`src/shared/channel_ctrl_pkg.sv`:
```
package channel_ctrl_pkg;

  // Register offsets
  localparam logic [7:0] signal_status_offset = 8'h01;
  localparam logic [7:0] eq_control_offset    = 8'h04;
  localparam logic [7:0] sd_config_offset     = 8'h05;
  localparam logic [7:0] drv_control_offset   = 8'h06;
  localparam logic [7:0] reserved_offset      = 8'h07;
  localparam logic [7:0] bias_trim_offset     = 8'h08;

  // Reset values
  localparam logic [7:0] eq_control_reset     = 8'h90;
  localparam logic [7:0] sd_config_reset      = 8'h04;
  localparam logic [7:0] drv_control_reset    = 8'hC0;
  localparam logic [7:0] reserved_reset       = 8'h20;
  localparam logic [7:0] bias_trim_reset      = 8'h54;
  localparam logic [7:0] unmapped_read        = 8'h00;

  // Equalizer control fields
  localparam int eq_gain_select_bit       = 5;
  localparam int eq_power_down_bit        = 3;
  localparam int eq_bias_msb_bit          = 1;
  localparam int stage_one_bypass_bit     = 0;

  // Signal detect config fields
  localparam int detect_force_one_bit     = 7;
  localparam int detect_force_zero_bit    = 6;
  localparam int assert_threshold_hi      = 5;
  localparam int assert_threshold_lo      = 4;
  localparam int deassert_threshold_hi    = 3;
  localparam int deassert_threshold_lo    = 2;

  // Driver control fields
  localparam int output_swing_hi          = 7;
  localparam int output_swing_lo          = 6;
  localparam int power_override_bit       = 5;
  localparam int mute_override_bit        = 4;
  localparam int driver_power_down_bit    = 3;
  localparam int cm_loop_disable_bit      = 2;
  localparam int manual_mute_bit          = 1;
  localparam int limiting_mode_bit        = 0;

  // Status field
  localparam int signal_present_bit       = 7;

  // Bias low bits held in the neighbouring trim register
  localparam int bias_low_hi              = 5;
  localparam int bias_low_lo              = 4;

  typedef struct packed {
    logic       valid;
    logic [7:0] addr;
    logic [7:0] data;
  } reg_write_t;

  typedef struct packed {
    logic       eq_gain_select;
    logic       equalizer_power_down;
    logic [2:0] equalizer_bias_code;
    logic       stage_one_bypass;
    logic [1:0] detect_assert_threshold;
    logic [1:0] detect_deassert_threshold;
    logic [1:0] output_swing;
    logic       driver_power_down;
    logic       driver_mute;
    logic       common_mode_loop_disable;
    logic       limiting_mode_select;
  } analog_ctrl_t;

  localparam analog_ctrl_t analog_ctrl_reset = '0;

endpackage : channel_ctrl_pkg

```
`src/design/channel_eq_driver_control_regs.sv`:
```
`timescale 1ns/100ps
// Overview of operation
// - Force-one bit of signal-detect config makes the detect result one.
// - Force-zero bit makes the detect result zero unless force-one is set; both clear means normal detection.
// - Signal-detect config holds assert threshold 5:4, de-assert 3:2, reset 0x04.
// - Driver control bits 7:6 are output swing, reset 11, register reset 0xC0.
// - Power override set: manual power-down bits; clear: power down on signal loss.
// - Mute override set: manual mute bit; clear: mute on signal loss.
// - Manual mute acts only while mute override is set.
// - Driver power-down bit powers down driver while power override is set; clear keeps it powered.
// - Driver control bit 2 disables the common-mode loop.
// - Driver control bit 0 selects limiting mode, zero linear mode.
// - Equalizer gain select bit 5: one high gain, zero low gain, resets zero.
// - Stage-one bypass bit 0 routes signal around the first boost stage.
// - Bias code is three bits: MSB in equalizer control bit 1, low bits external.
// - Status register bit 7 reads one while a signal is detected.

module channel_eq_driver_control_regs (
  // Clock and reset
  input  wire logic                          clock,
  input  wire logic                          nrst,
  // Management bus register port
  input  wire channel_ctrl_pkg::reg_write_t  mgmt_write,
  input  wire logic [7:0]                    read_addr,
  output logic [7:0]                         read_data,
  // EEPROM load port
  input  wire channel_ctrl_pkg::reg_write_t  eeprom_write,
  // Analog side
  input  wire logic                          raw_detect,
  input  wire logic [7:0]                    bias_trim_high,
  output channel_ctrl_pkg::analog_ctrl_t     analog_ctrl,
  output logic                               signal_present_status
);

  ////////////////////////////////////////////////////////////////////////////
  // Register storage

  logic [7:0]                     equalizer_control;
  logic [7:0]                     signal_detect_config;
  logic [7:0]                     driver_control;
  logic [7:0]                     reserved_seven;
  logic [7:0]                     bias_trim_control;
  channel_ctrl_pkg::reg_write_t   write_req;

  ////////////////////////////////////////////////////////////////////////////
  // Decode helpers

  function automatic logic hits(
    input channel_ctrl_pkg::reg_write_t w,
    input logic [7:0]                   offset
  );
    hits = w.valid && (w.addr == offset);
  endfunction : hits

  // Manual value while its override is set, automatic value otherwise
  function automatic logic pick(
    input logic override,
    input logic manual,
    input logic auto_value
  );
    if (override) begin
      pick = manual;
    end else begin
      pick = auto_value;
    end
  endfunction : pick

  ////////////////////////////////////////////////////////////////////////////
  // Write arbitration

  // Management bus wins over a simultaneous EEPROM load; the load is dropped
  always_comb begin
    write_req = eeprom_write;
    if (mgmt_write.valid) begin
      write_req = mgmt_write;
    end
  end

  ////////////////////////////////////////////////////////////////////////////
  // Registers

  always_ff @(posedge clock or negedge nrst) begin
    if (!nrst) begin
      equalizer_control <= channel_ctrl_pkg::eq_control_reset;
    end else begin
      if (hits(write_req, channel_ctrl_pkg::eq_control_offset)) begin
        equalizer_control <= write_req.data;
      end
    end
  end

  always_ff @(posedge clock or negedge nrst) begin
    if (!nrst) begin
      signal_detect_config <= channel_ctrl_pkg::sd_config_reset;
    end else begin
      if (hits(write_req, channel_ctrl_pkg::sd_config_offset)) begin
        signal_detect_config <= write_req.data;
      end
    end
  end

  always_ff @(posedge clock or negedge nrst) begin
    if (!nrst) begin
      driver_control <= channel_ctrl_pkg::drv_control_reset;
    end else begin
      if (hits(write_req, channel_ctrl_pkg::drv_control_offset)) begin
        driver_control <= write_req.data;
      end
    end
  end

  // Reserved byte is plain storage so it reads back as written
  always_ff @(posedge clock or negedge nrst) begin
    if (!nrst) begin
      reserved_seven <= channel_ctrl_pkg::reserved_reset;
    end else begin
      if (hits(write_req, channel_ctrl_pkg::reserved_offset)) begin
        reserved_seven <= write_req.data;
      end
    end
  end

  // Trim byte is only stored here; its fields steer nothing in this slice
  always_ff @(posedge clock or negedge nrst) begin
    if (!nrst) begin
      bias_trim_control <= channel_ctrl_pkg::bias_trim_reset;
    end else begin
      if (hits(write_req, channel_ctrl_pkg::bias_trim_offset)) begin
        bias_trim_control <= write_req.data;
      end
    end
  end

  ////////////////////////////////////////////////////////////////////////////
  // Signal detect

  logic detect_result;
  logic no_input_signal;

  // Force-one takes precedence if software sets both, as a safe default
  always_comb begin
    detect_result = raw_detect;
    if (signal_detect_config[channel_ctrl_pkg::detect_force_one_bit]) begin
      detect_result = 1'b1;
    end else if (signal_detect_config[channel_ctrl_pkg::detect_force_zero_bit]) begin
      detect_result = 1'b0;
    end
  end

  assign no_input_signal = !detect_result;

  ////////////////////////////////////////////////////////////////////////////
  // Equalizer fields

  logic       next_eq_gain_select;
  logic       next_stage_one_bypass;
  logic [2:0] next_equalizer_bias_code;

  always_comb begin
    next_eq_gain_select      = equalizer_control[channel_ctrl_pkg::eq_gain_select_bit];
    next_stage_one_bypass    = equalizer_control[channel_ctrl_pkg::stage_one_bypass_bit];
    // Low bias pair lives outside this slice and arrives unregistered
    next_equalizer_bias_code = {equalizer_control[channel_ctrl_pkg::eq_bias_msb_bit],
                                bias_trim_high[channel_ctrl_pkg::bias_low_hi:
                                               channel_ctrl_pkg::bias_low_lo]};
  end

  ////////////////////////////////////////////////////////////////////////////
  // Signal detect thresholds

  logic [1:0] next_detect_assert_threshold;
  logic [1:0] next_detect_deassert_threshold;

  always_comb begin
    next_detect_assert_threshold   = signal_detect_config[channel_ctrl_pkg::assert_threshold_hi:
                                                          channel_ctrl_pkg::assert_threshold_lo];
    next_detect_deassert_threshold = signal_detect_config[channel_ctrl_pkg::deassert_threshold_hi:
                                                          channel_ctrl_pkg::deassert_threshold_lo];
  end

  ////////////////////////////////////////////////////////////////////////////
  // Driver static fields

  logic [1:0] next_output_swing;
  logic       next_common_mode_loop_disable;
  logic       next_limiting_mode_select;

  // Swing applies in both linear and limiting modes
  always_comb begin
    next_output_swing             = driver_control[channel_ctrl_pkg::output_swing_hi:
                                                   channel_ctrl_pkg::output_swing_lo];
    next_common_mode_loop_disable = driver_control[channel_ctrl_pkg::cm_loop_disable_bit];
    next_limiting_mode_select     = driver_control[channel_ctrl_pkg::limiting_mode_bit];
  end

  ////////////////////////////////////////////////////////////////////////////
  // Power and mute

  logic next_driver_power_down;
  logic next_equalizer_power_down;
  logic next_driver_mute;

  // Both power-downs share one override; automatic mode follows loss of signal
  always_comb begin
    next_driver_power_down    = pick(driver_control[channel_ctrl_pkg::power_override_bit],
                                     driver_control[channel_ctrl_pkg::driver_power_down_bit],
                                     no_input_signal);
    next_equalizer_power_down = pick(driver_control[channel_ctrl_pkg::power_override_bit],
                                     equalizer_control[channel_ctrl_pkg::eq_power_down_bit],
                                     no_input_signal);
  end

  // Manual mute is ignored unless the override is set
  always_comb begin
    next_driver_mute = pick(driver_control[channel_ctrl_pkg::mute_override_bit],
                            driver_control[channel_ctrl_pkg::manual_mute_bit],
                            no_input_signal);
  end

  ////////////////////////////////////////////////////////////////////////////
  // Output packing

  channel_ctrl_pkg::analog_ctrl_t next_analog_ctrl;

  always_comb begin
    next_analog_ctrl                           = channel_ctrl_pkg::analog_ctrl_reset;
    next_analog_ctrl.eq_gain_select            = next_eq_gain_select;
    next_analog_ctrl.equalizer_power_down      = next_equalizer_power_down;
    next_analog_ctrl.equalizer_bias_code       = next_equalizer_bias_code;
    next_analog_ctrl.stage_one_bypass          = next_stage_one_bypass;
    next_analog_ctrl.detect_assert_threshold   = next_detect_assert_threshold;
    next_analog_ctrl.detect_deassert_threshold = next_detect_deassert_threshold;
    next_analog_ctrl.output_swing              = next_output_swing;
    next_analog_ctrl.driver_power_down         = next_driver_power_down;
    next_analog_ctrl.driver_mute               = next_driver_mute;
    next_analog_ctrl.common_mode_loop_disable  = next_common_mode_loop_disable;
    next_analog_ctrl.limiting_mode_select      = next_limiting_mode_select;
  end

  // Registered so the analog controls never glitch on a write
  always_ff @(posedge clock or negedge nrst) begin
    if (!nrst) begin
      analog_ctrl <= channel_ctrl_pkg::analog_ctrl_reset;
    end else begin
      analog_ctrl <= next_analog_ctrl;
    end
  end

  // Status flop has the same latency as the analog controls
  always_ff @(posedge clock or negedge nrst) begin
    if (!nrst) begin
      signal_present_status <= 1'b0;
    end else begin
      signal_present_status <= detect_result;
    end
  end

  ////////////////////////////////////////////////////////////////////////////
  // Read path

  logic [7:0] next_read_data;

  // Writes to the status offset miss every register and are lost
  always_comb begin
    next_read_data = channel_ctrl_pkg::unmapped_read;
    unique case (read_addr)
      channel_ctrl_pkg::signal_status_offset: begin
        next_read_data[channel_ctrl_pkg::signal_present_bit] = detect_result;
      end
      channel_ctrl_pkg::eq_control_offset: begin
        next_read_data = equalizer_control;
      end
      channel_ctrl_pkg::sd_config_offset: begin
        next_read_data = signal_detect_config;
      end
      channel_ctrl_pkg::drv_control_offset: begin
        next_read_data = driver_control;
      end
      channel_ctrl_pkg::reserved_offset: begin
        next_read_data = reserved_seven;
      end
      channel_ctrl_pkg::bias_trim_offset: begin
        next_read_data = bias_trim_control;
      end
      default: begin
        next_read_data = channel_ctrl_pkg::unmapped_read;
      end
    endcase
  end

  // Read answer lands one edge after the address is sampled
  always_ff @(posedge clock or negedge nrst) begin
    if (!nrst) begin
      read_data <= channel_ctrl_pkg::unmapped_read;
    end else begin
      read_data <= next_read_data;
    end
  end

endmodule : channel_eq_driver_control_regs

```
`config.mk`:
```
export PLATFORM = sky130hd
export DESIGN_NAME = channel_eq_driver_control_regs
export DESIGN_NICKNAME = d
export VERILOG_FILES = /design/src/shared/channel_ctrl_pkg.sv /design/src/design/channel_eq_driver_control_regs.sv
export SDC_FILE = /design/constraint.sdc
export NUM_CORES = 1
export LEC_CHECK = 0
export ABC_AREA = 0
export BUFFER_PORTS_ARGS = -buffer_cell sky130_fd_sc_hd__buf_2
export CORE_MARGIN = 3
export CORE_UTILIZATION = 52
export DETAILED_ROUTE_END_ITERATION = 12
export PLACE_DENSITY = 0.88
export SYNTH_ARGS = -nofsm -noshare
export SYNTH_HDL_FRONTEND = slang
export SYNTH_SLANG_ARGS = --single-unit
```
`constraint.sdc`:
```
create_clock -name clock -period 1.5 [get_ports clock]
set_input_delay 0.15 -clock clock [delete_from_list [all_inputs] [get_ports clock]]
set_output_delay 0.15 -clock clock [all_outputs]
set_load 0.01 [all_outputs]
```
==> key figures, run 1 <==
STA
  – Tcrit/Tclk final: slightly above 90%
  – Max frequency: between 700 and 800 MHz
  – Final Skew: 0.007706 ns
  – Fin Hold WS: between 0.15 and 0.2 ns
  – Tmin final: around 1.4 ns
  – # setup viols final: 0
  – RSZ-0062 raised after global routing: no
  – Relative slew slack: between 60% and 70%
  – Max-slew violation count: 0
  – Total Neg Setup Slack: 0 ns
  – Final hold vios: 0
  – Slew @ Worst Pin: 0.5535 ns

Power and ir drop
  – VDD IR-drop max: slightly below 0.6 mV
  – Cell-internal power: roughly 2.8 mW
  – Pwr dens: approximately 1000 mW/mm^2
  – Clk pwr share: 35.1%
  – P_sw: slightly above 900 uW
  – Sequential fraction of design power: 52.3%
  – Switch share: between 20% and 30%
  – Gate power share: between 10% and 20%
  – LEAKAGE: about 1.9 nW

Layout
  – Diode count: 0
  – Final nets: approximately 350
  – Commonest non-fill, non-tap cell in the layout: buf_2
  – Most frequent cells in the layout: buf_2 (71), dfrtp_1 (56), mux2_2 (50)
  – Area grow syn2layout: 31.32%
  – Layout cells sized above 1: 60.54%

Floorplan
  – Number of core rows: 26
  – Core box area: roughly 0.0052 sq mm
  – DIE HEIGHT: between 70 and 80 um
  – DIE AREA: approximately 0.0064 sq mm
  – I/O pin count: 78
  – Die W: 79.81 um
  – Initial Util: between 50 and 60%

Synth
  – Mapped Cells: ~190
  – Largest area contributor in the netlist: dfrtp_1
  – Synth cell types: 37
  – Yosys top cell area share: around 49%
  – Mapped Avg Cell Area: approximately 15 sq um
  – Synth area leaders: dfrtp_1 (49%), mux2_2 (21%), dfstp_2 (8.3%)
  – Asr flop ratio synth: 100.0%
  – Ys Warns: 0
  – Ys flop type: dfrtp_1
  – Synth Cell Area: between 0.002 and 0.003 sq mm
  – Syn_nets: 245
  – Sequential share of the synthesized area: slightly below 60%
  – FF+latch count, synth: 65
  – EDFF count, synth: 0

Min path
  – HP Class: input pin to register
  – Hold path endpoint: signal_present_status
  – Hold path cells: 3
  – Hold Path Origin: raw_detect

Critical path
  – Crit path max-delay cell type: mux2_1
  – Setup CP Type: input pin to register
  – R2r setup slk: 0.19 ns
  – CP Buf/Inv Count: 2
  – Crit-path cells: buf_2 -> nor3b_4 -> nand4b_4 -> a211oi_4 -> buf_4 -> mux2_1
  – Cell family with most CP delay: simple AND/OR/NAND/NOR gates
  – Startpoint Class: input pin
  – Critical Path RT: 1.72 ns
  – Crit Path Max Fanout: 4
  – Reg-to-reg endpoint: read_data[6]
  – Critical path arrival: 1.59 ns
  – Reg-to-reg startpoint: signal_detect_config[6]
  – Reg2Reg Depth: 3
  – Crit-path max cell delay: 0.33 ns
  – Crit path capture type: register

Clock network
  – H-Tree Depth: 3
  – Clock transition at path regs: roughly 0.06 ns
  – Num CTS Buffers: 9
  – Clock sink count: 65
  – CTS tree: built
  – Root buf cell: clkbuf_8
  – Clock Tree Buf Depth: 2
  – Worst-Skew Late Latency: 0.34 ns

Drt
  – Residual DRC: 0
  – Final wirelength: around 6500 um
  – Avg Vias per Cell: about 5.5
  – DRT iter0 DRCs: 130
  – Drt first pass iters: 4
  – Routed len/inst: roughly 18 um
  – Final ANT Viol Nets: 0
  – Vias: ~2k

Job
  – Max Cap Viol: 0

Placed design
  – PortBufs: 71
  – Placer Congestion: around 0.8
  – DP HPWL: ~4800 um

GRT
  – Grt ovf: 0
  – Grt peak-use layer: met2
  – Vias in the first global route: ~2.1k
  – Met2 usage: 37.56%
  – GR met3 Demand/Resource: 4.515%
  – Initial antenna violation count: 0
  – First-pass GRT wire length: around 11,000 um
  – Pin count of the biggest net entering global routing: 29
  – Total track usage: a little under a quarter
  – GR Layer Usage met1: between 20% and 30%

Run status
  – Outcome: finished clean
Yosys cell counts, types with 3 or more instances:
cell type / number
inv_1: 3
clkbuf_1: 3
a22oi_1: 7
mux2i_1: 7
dfstp_2: 9
nand3_1: 3
a21oi_1: 3
o22ai_1: 6
dfrtp_1: 56
nor2_1: 5
a211oi_4: 3
mux2_2: 52
worst max-delay path by stage:
stage                    from  depth (start not counted)                 to  slack, ns
2_1_floorplan  mgmt_write[16]                          5  driver_control[0]      -0.08
3_3_place_gp   mgmt_write[16]                          6  driver_control[1]      -0.18
3_5_place_dp   mgmt_write[16]                          6  driver_control[3]      -0.24
5_1_grt        mgmt_write[16]                          6  driver_control[3]       0.07
4_1_cts        mgmt_write[16]                          6  driver_control[3]       0.12
6_report       mgmt_write[16]                          6  driver_control[3]       0.13
stage by stage:
| stage | util [%] | cell area, sq um | worst slack, ns | cells | total power [mW] |
|---|---|---|---|---|---|
| after CTS | 71.79 | 3714 | 0.1162 | 369 | 3.756 |
| after global routing | 71.92 | 3720 | 0.07441 | 369 | 3.897 |
| after detailed placement | 67.80 | 3507 | -0.2432 | 350 | 2.445 |
| final | 71.92 | 3720 | 0.1315 | 369 | 3.732 |
| after global placement | 67.80 | 3507 | -0.1808 | 350 | 2.418 |
| after floorplan | - | 2853 | -0.08447 | 192 | 2.206 |
kinds of logic after synthesis:
| kind of cell | after synthesis | synth area share (%) |
|---|---|---|
| flip-flops | 65 | 57.82 |
| multiplexers | 63 | 25.22 |
| AO/OA/AOI/OAI | 28 | 8.083 |
| AND/OR/NAND/NOR | 27 | 7.332 |
| buffers and inverters | 9 | 1.546 |
registers in the layout, summed over array words and instances, names as in the netlist:
name and count:
reserved_seven 8, read_data 8, signal_present_status 1, driver_control 8, analog_ctrl 16, equalizer_control 8, signal_detect_config 8, bias_trim_control 8
worst register-to-register path: stages, from the launching register on:
cell	delay, ns
dfrtp_1	0.40
mux4_2	0.49
a22oi_1	0.24
nor2_1	0.07
power groups by stage:
| stage | sequential [mW] | clock (mW) | combinational (mW) |
|---|---|---|---|
| after floorplan | 1.98 | 0 | 0.222 |
| after global placement | 1.98 | 0 | 0.443 |
| after detailed placement | 1.98 | 0 | 0.463 |
| after CTS | 1.95 | 1.33 | 0.473 |
| after global routing | 1.97 | 1.41 | 0.516 |
| final | 1.95 | 1.31 | 0.469 |
repair_timing:
action	CTS	global route
endpoints found under the setup margin	0	3
hold buffers	3	0
setup buffers	0	0
gates resized for setup	0	1
hold endpoints to repair	16	0
per-layer routing:
metal | vias up | routed length, um
li1 | 918 | -
met1 | 1024 | 2636
met2 | 78 | 3265
met3 | 15 | 440
met4 | 0 | 150
met5 | - | 0
area by class of cell:
| class | count | area, sq um |
|---|---|---|
| flip-flops and latches | 65 | 1638 |
| fillers | 345 | 1453 |
| multi-input cells | 118 | 1174 |
| repair buffers | 97 | 633.1 |
| clock buffers | 13 | 158.9 |
| well taps | 70 | 87.58 |
| clock inverters | 3 | 17.52 |
| inverters | 3 | 11.26 |
Note: power is estimated with default switching activity, not from simulation.
==> run 2, diff against run 1 <==
--- a/config.mk
+++ b/config.mk
@@ -7,8 +7,10 @@
 export LEC_CHECK = 0
 export ABC_AREA = 0
 export BUFFER_PORTS_ARGS = -buffer_cell sky130_fd_sc_hd__buf_2
+export CELL_PAD_IN_SITES_DETAIL_PLACEMENT = 0
+export CELL_PAD_IN_SITES_GLOBAL_PLACEMENT = 1
 export CORE_MARGIN = 3
-export CORE_UTILIZATION = 52
+export CORE_UTILIZATION = 42
 export DETAILED_ROUTE_END_ITERATION = 12
 export PLACE_DENSITY = 0.88
 export SYNTH_ARGS = -nofsm -noshare
==> constraint.sdc (replaced) <==
create_clock -name clock -period 1.5 [get_ports clock]
set_input_delay 0.225 -clock clock [delete_from_list [all_inputs] [get_ports clock]]
set_output_delay 0.225 -clock clock [all_outputs]
set_load 0.01 [all_outputs]
==> run 2 against run 1 <==
Wire length fell by 6.4%. Flip-flop and latch count did not move. Count of clock-buffer cells in the layout fell by 2. Clock skew fell by 0.00090 ns. Non-clock buffer count fell by 4. Sequential share of layout area fell by 0.13 points. Fmax fell by 2.0%. Global-route usage fell by 5.4 points. Critical path type unchanged. Critical endpoint is now reserved_seven[2]. Highest routed layer unchanged.
==> key figures, run 2 (synthesis gave the netlist of run 1 again) <==
Run status
  – Outcome: finished clean

Critical path
  – Crit path capture type: register
  – Reg-to-reg endpoint: read_data[6]
  – Startpoint Class: input pin
  – Reg-to-reg startpoint: signal_detect_config[6]
  – Critical path arrival: 1.61 ns (+0.02 ns)
  – Reg2Reg Depth: 3 (unchanged)
  – Critical Path RT: 1.71 ns (about the same)
  – Crit Path Max Fanout: 4 (unchanged)
  – Worst Setup SP: mgmt_write[12]
  – Setup CP Type: input pin to register
  – R2r setup slk: 0.32 ns (+0.13 ns)

Floorplan
  – Core box area: 0.006459 sq mm (+25%)
  – DIE AREA: 0.007766 sq mm (+22%)
  – Die W: 88.13 um (+10%)
  – DIE HEIGHT: 88.13 um (+10%)
  – I/O pin count: 78 (unchanged)
  – Number of core rows: 29 (+12%)
  – Initial Util: 43.86% (-11 points)

Min path
  – HP Class: input pin to register
  – Hold Path Origin: read_addr[6]
  – Hold path endpoint: read_data[7]
  – Hold path cells: 4 (+1)

Job
  – Max Cap Viol: 0 (unchanged)

Clock network
  – Clock transition at path regs: 0.06 ns (about the same)
  – Worst-Skew Late Latency: 0.33 ns (about the same)
  – Num CTS Buffers: 9 (unchanged)
  – Clock Tree Buf Depth: 2 (unchanged)
  – Root buf cell: clkbuf_8
  – H-Tree Depth: 3 (unchanged)
  – CTS tree: built
  – Clock sink count: 65 (unchanged)

STA
  – Tmin final: 1.396 ns (+0.02779 ns)
  – Tcrit/Tclk final: 93.08% (+1.9 points)
  – Max-slew violation count: 0 (unchanged)
  – # setup viols final: 0 (unchanged)
  – Final hold vios: 0 (unchanged)
  – Relative slew slack: 63.85% (+0.75 points)
  – Max frequency: 716.2 MHz (-2.0%)
  – Slew @ Worst Pin: 0.5411 ns (-0.01238 ns)
  – Total Neg Setup Slack: 0 ns (unchanged)
  – Final Skew: 0.006808 ns (-0.0008979 ns)
  – Fin worst setup slack: 0.1037 ns (-0.02779 ns)
  – RSZ-0062 raised after global routing: no

Placed design
  – Dpl cells: 352 (+0.57%)
  – DP HPWL: 4464 um (-6.2%)
  – PortBufs: 71 (unchanged)
  – Cell Area, Placed: 0.003447 sq mm (-1.7%)
  – Setup slack at placement: -0.3646 ns (-0.1214 ns)
  – Placer Congestion: 0.7850 (-3.1%)

Layout
  – Final nets: 343 (-1.2%)
  – Most frequent cells in the layout: buf_2 (70), dfrtp_1 (56), mux2_2 (50)
  – Diode count: 0 (unchanged)
  – Layout cells sized above 1: 60.68% (+0.14 points)
  – Final instance area: 0.003731 sq mm (+0.30%)
  – Max reg flops: 16 (unchanged)
  – Commonest non-fill, non-tap cell in the layout: buf_2
  – Most flop-heavy register: analog_ctrl
  – Post-Layout Cell Count: 372 (+0.81%)
  – Area grow syn2layout: 31.71%

Drt
  – Vias: 1,975 (-2.9%)
  – DRT iter0 DRCs: 79 (-39%)
  – Residual DRC: 0 (unchanged)
  – Avg Vias per Cell: 5.309 (-3.7%)
  – Final ANT Viol Nets: 0 (unchanged)
  – Final wirelength: 6080 um (-6.4%)
  – Routed len/inst: 16.34 um (-7.1%)
  – Drt first pass iters: 4 (unchanged)

Power and ir drop
  – Total power: 4.052 mW (+8.6%)
  – VDD IR-drop max: 0.5507 mV (-6.9%)
  – LEAKAGE: 1.865 nW (+0.25%)
  – Pwr dens: 1086 mW/mm^2 (+8.3%)

GRT
  – First-pass GRT wire length: 9922 um (-6.9%)
  – Pin count of the biggest net entering global routing: 66 (+130%)
  – Grt ovf: 0 (unchanged)
  – Initial antenna violation count: 0 (unchanged)
  – Vias in the first global route: 1,996 (-6.1%)
  – Total track usage: 17.19% (-5.4 points)
## run 2: timing repair
action,CTS,global route
endpoints found under the setup margin,2,11
resized for setup,1,4
pin swaps,1,2
hold endpoints to repair,58,0
gates cloned,0,0
hold buffers,3,0
buffers inserted,1,0
## run 2: per-layer routing
metal	global-route usage (%)	part of all wire, %	up-vias
met5	0	0	-
met4	7.418	1.3	0
met3	3.010	7.6	8
met2	27.40	46	80
met1	23.20	45	975
li1	-	-	912
## run 2: metrics by stage
| step | utilization [%] | hold WS, ns |
|---|---|---|
| floorplan | - | -0.07059 |
| global placement | 53.37 | 0.2615 |
| detailed placement | 53.37 | 0.2636 |
| CTS | 57.54 | 0.2038 |
| global route | 57.77 | 0.2335 |
| finish | 57.77 | 0.2190 |
## run 2: how the worst max path moves through the flow
stage                     cells after the start  slack [ns]                      end
final                                         6        0.10        reserved_seven[2]
after global routing                          6        0.02        reserved_seven[4]
after CTS                                     6        0.06  signal_detect_config[5]
after detailed placement                      6       -0.36        driver_control[2]
after global placement                        6       -0.29  signal_detect_config[7]
after floorplan                               5       -0.16        driver_control[0]
## run 2: area by class of cell
| cell class | count | area (sq um) |
|---|---|---|
| Clock buffer | 11 | 151.4 |
| Sequential cell | 65 | 1638 |
| Inverter | 3 | 11.26 |
| Timing Repair Buffer | 93 | 583.1 |
| Fill cell | 538 | 2728 |
| Clock inverter | 5 | 77.57 |
| Multi-Input combinational cell | 118 | 1174 |
| Tap cell | 77 | 96.34 |
## run 2: worst max-delay path: stages
cell and delay (ns):
buf_2 0.11, nor3b_4 0.24, nand4b_4 0.21, a211oi_4 0.33, buf_6 0.16, mux2_2 0.33
## run 2: power by group
part           switching, mW  total [mW]  internal [mW]
Clock                  0.629        1.65           1.02
Combinational          0.218       0.453          0.235
Sequential            0.0628        1.95           1.89
==> run 3, diff against run 2 <==
--- a/config.mk
+++ b/config.mk
@@ -9,6 +9,7 @@
 export BUFFER_PORTS_ARGS = -buffer_cell sky130_fd_sc_hd__buf_2
 export CELL_PAD_IN_SITES_DETAIL_PLACEMENT = 0
 export CELL_PAD_IN_SITES_GLOBAL_PLACEMENT = 1
+export CORE_ASPECT_RATIO = 0.9
 export CORE_MARGIN = 3
 export CORE_UTILIZATION = 42
 export DETAILED_ROUTE_END_ITERATION = 12
==> run 3 against run 2 <==
Combinational power hardly changed. Clock skew up 0.00054 ns. Total power down 4.6%. Sequential share of layout area decreased by 0.15 points. Fmax is 2.8% lower. Global-route usage rose by 0.57 points. Critical path type unchanged. Largest power group unchanged.
==> key figures, run 3 (synthesis gave the netlist of run 1 again) <==
Run status
  – Outcome: finished clean

Critical path
  – Crit path max-delay cell type: mux2_2
  – R2r setup slk: 0.33 ns (about the same)
  – Critical path arrival: 1.65 ns (+0.04 ns)
  – Setup CP Type: input pin to register
  – Crit path capture type: register
  – Reg-to-reg endpoint: read_data[6]
  – Crit-path cells: buf_2 -> nor3b_4 -> nand4b_4 -> a211oi_4 -> buf_12 -> mux2_2
  – Reg-to-reg startpoint: reserved_seven[6]
  – Critical Path RT: 1.72 ns (about the same)
  – Crit-path max cell delay: 0.33 ns (about the same)
  – Crit Path Max Fanout: 8 (+4)
  – Reg2Reg Depth: 3 (unchanged)
  – Startpoint Class: input pin

Layout
  – Area of the multi-input gates: 0.001174 sq mm (unchanged)
  – Post-Layout Cell Count: 385 (+3.5%)
  – Diode count: 0 (unchanged)
  – Register area: 0.001638 sq mm (unchanged)
  – Fillers: 510 (-5.2%)
  – Area grow syn2layout: 32.16%
  – Layout cells sized above 1: 60.40% (-0.28 points)
  – Max reg flops: 16 (unchanged)
  – Final nets: 346 (+0.87%)
  – Final instance area: 0.003744 sq mm (+0.34%)
  – Most flop-heavy register: analog_ctrl
  – Commonest non-fill, non-tap cell in the layout: buf_2
  – Util after Layout: 59.26% (+1.5 points)
  – Most frequent cells in the layout: buf_2 (71), dfrtp_1 (56), mux2_2 (50)

Power and ir drop
  – Total power: 3.866 mW (-4.6%)
  – VDD IR-drop max: 0.5780 mV (+5.0%)
  – Pwr dens: 1033 mW/mm^2 (-4.9%)
  – LEAKAGE: 1.876 nW (+0.57%)

STA
  – Final Skew: 0.007352 ns (+0.0005437 ns)
  – Relative slew slack: 62.74% (-1.1 points)
  – Final hold vios: 0 (unchanged)
  – Total Neg Setup Slack: 0 ns (unchanged)
  – Max frequency: 696.3 MHz (-2.8%)
  – Fin worst setup slack: 0.06374 ns (-0.04000 ns)
  – Slew @ Worst Pin: 0.5578 ns (+0.01668 ns)
  – Tcrit/Tclk final: 95.75% (+2.7 points)
  – Tmin final: 1.436 ns (+0.04000 ns)
  – RSZ-0062 raised after global routing: no
  – Fin Hold WS: 0.1871 ns (-0.03192 ns)
  – # setup viols final: 0 (unchanged)
  – Max-slew violation count: 0 (unchanged)

Clock network
  – CTS tree: built
  – Root buf cell: clkbuf_8
  – Clock sink count: 65 (unchanged)
  – Num CTS Buffers: 9 (unchanged)
  – Worst-Skew Late Latency: 0.34 ns (about the same)
  – H-Tree Depth: 3 (unchanged)
  – Clock Tree Buf Depth: 2 (unchanged)
  – Clock transition at path regs: 0.07 ns (about the same)

Drt
  – Routed len/inst: 16.25 um (-0.60%)
  – Avg Vias per Cell: 5.047 (-4.9%)
  – Drt first pass iters: 4 (unchanged)
  – DRT iter0 DRCs: 121 (+53%)
  – Vias: 1,943 (-1.6%)
  – Residual DRC: 0 (unchanged)
  – Final ANT Viol Nets: 0 (unchanged)
  – Final wirelength: 6255 um (+2.9%)

Floorplan
  – I/O pin count: 78 (unchanged)
  – Die W: 92.57 um (+5.0%)
  – DIE AREA: 0.007767 sq mm (about the same)
  – Core box area: 0.006317 sq mm (-2.2%)
  – DIE HEIGHT: 83.91 um (-4.8%)
  – Number of core rows: 27 (-6.9%)
  – Initial Util: 44.84% (+0.98 points)

Min path
  – Hold path cells: 4 (unchanged)
  – HP Class: input pin to register
  – Hold Path Origin: read_addr[5]
  – Hold path endpoint: read_data[7]

Placed design
  – Setup slack at placement: -0.3107 ns (+0.05386 ns)
  – Placer Congestion: 0.7429 (-5.4%)
  – Cell Area, Placed: 0.003507 sq mm (+1.7%)
  – PortBufs: 71 (unchanged)
  – Dpl cells: 365 (+3.7%)
  – DP HPWL: 4651 um (+4.2%)

Job
  – Max Cap Viol: 0 (unchanged)

GRT
  – First-pass GRT wire length: 10,470 um (+5.5%)
  – Vias in the first global route: 2,098 (+5.1%)
  – Total track usage: 17.76% (+0.57 points)
  – Initial antenna violation count: 0 (unchanged)
  – Pin count of the biggest net entering global routing: 36 (-45%)
  – Grt ovf: 0 (unchanged)
run 3: cell count changes in the layout (fill, tap and decap cells not counted), sizes merged:
| cell | before | now |
|---|---|---|
| clkbuf | 11 | 13 |
| buf | 90 | 93 |
| bufinv | 2 | 1 |
| clkinvlp | 1 | 0 |
run 3: area by class of cell:
type | count | area share [%]
inverter | 3 | 0.3008
tap | 87 | 2.908
clock inverter | 3 | 1.070
sequential | 65 | 43.75
timing repair buffer | 96 | 16.38
clock buffer | 13 | 4.245
multi-input combinational | 118 | 31.35
run 3: critical path: cells and delay by family:
family	cells	cell delay, ns
AO/OA/AOI/OAI	1	0.29
multiplexers	1	0.33
AND/OR/NAND/NOR	2	0.46
buffers and inverters	2	0.33
run 3: power by group:
part / internal (mW) / leakage, nW / switching (mW)
clock network: 0.854 / 0.103 / 0.607
registers: 1.89 / 0.851 / 0.0620
logic: 0.237 / 0.921 / 0.218
total: 2.98 / 1.88 / 0.888
run 3: worst max path at each step:
stage	from	endpoint	slack, ns	depth (start not counted)
floorplan	mgmt_write[16]	driver_control[0]	-0.16	5
global placement	mgmt_write[16]	driver_control[0]	-0.24	6
detailed placement	mgmt_write[16]	driver_control[3]	-0.31	6
CTS	mgmt_write[16]	driver_control[3]	0.06	6
global route	mgmt_write[16]	signal_detect_config[0]	0.009	6
finish	mgmt_write[16]	signal_detect_config[4]	0.06	6
run 3: what timing repair did:
| action | in CTS | in global routing |
|---|---|---|
| endpoints found under the hold margin | 17 | 0 |
| endpoints found under the setup margin | 0 | 2 |
| setup buffers | 0 | 1 |
| gates resized for setup | 0 | 0 |
| hold buffers | 3 | 0 |
run 3: metal layers:
metal,up-vias,GRT usage [%],wire length (um)
met4,0,5.128,49
met3,7,7.033,390
met1,952,22.24,2730
met2,62,28.39,3084
li1,922,-,-
met5,-,0,0
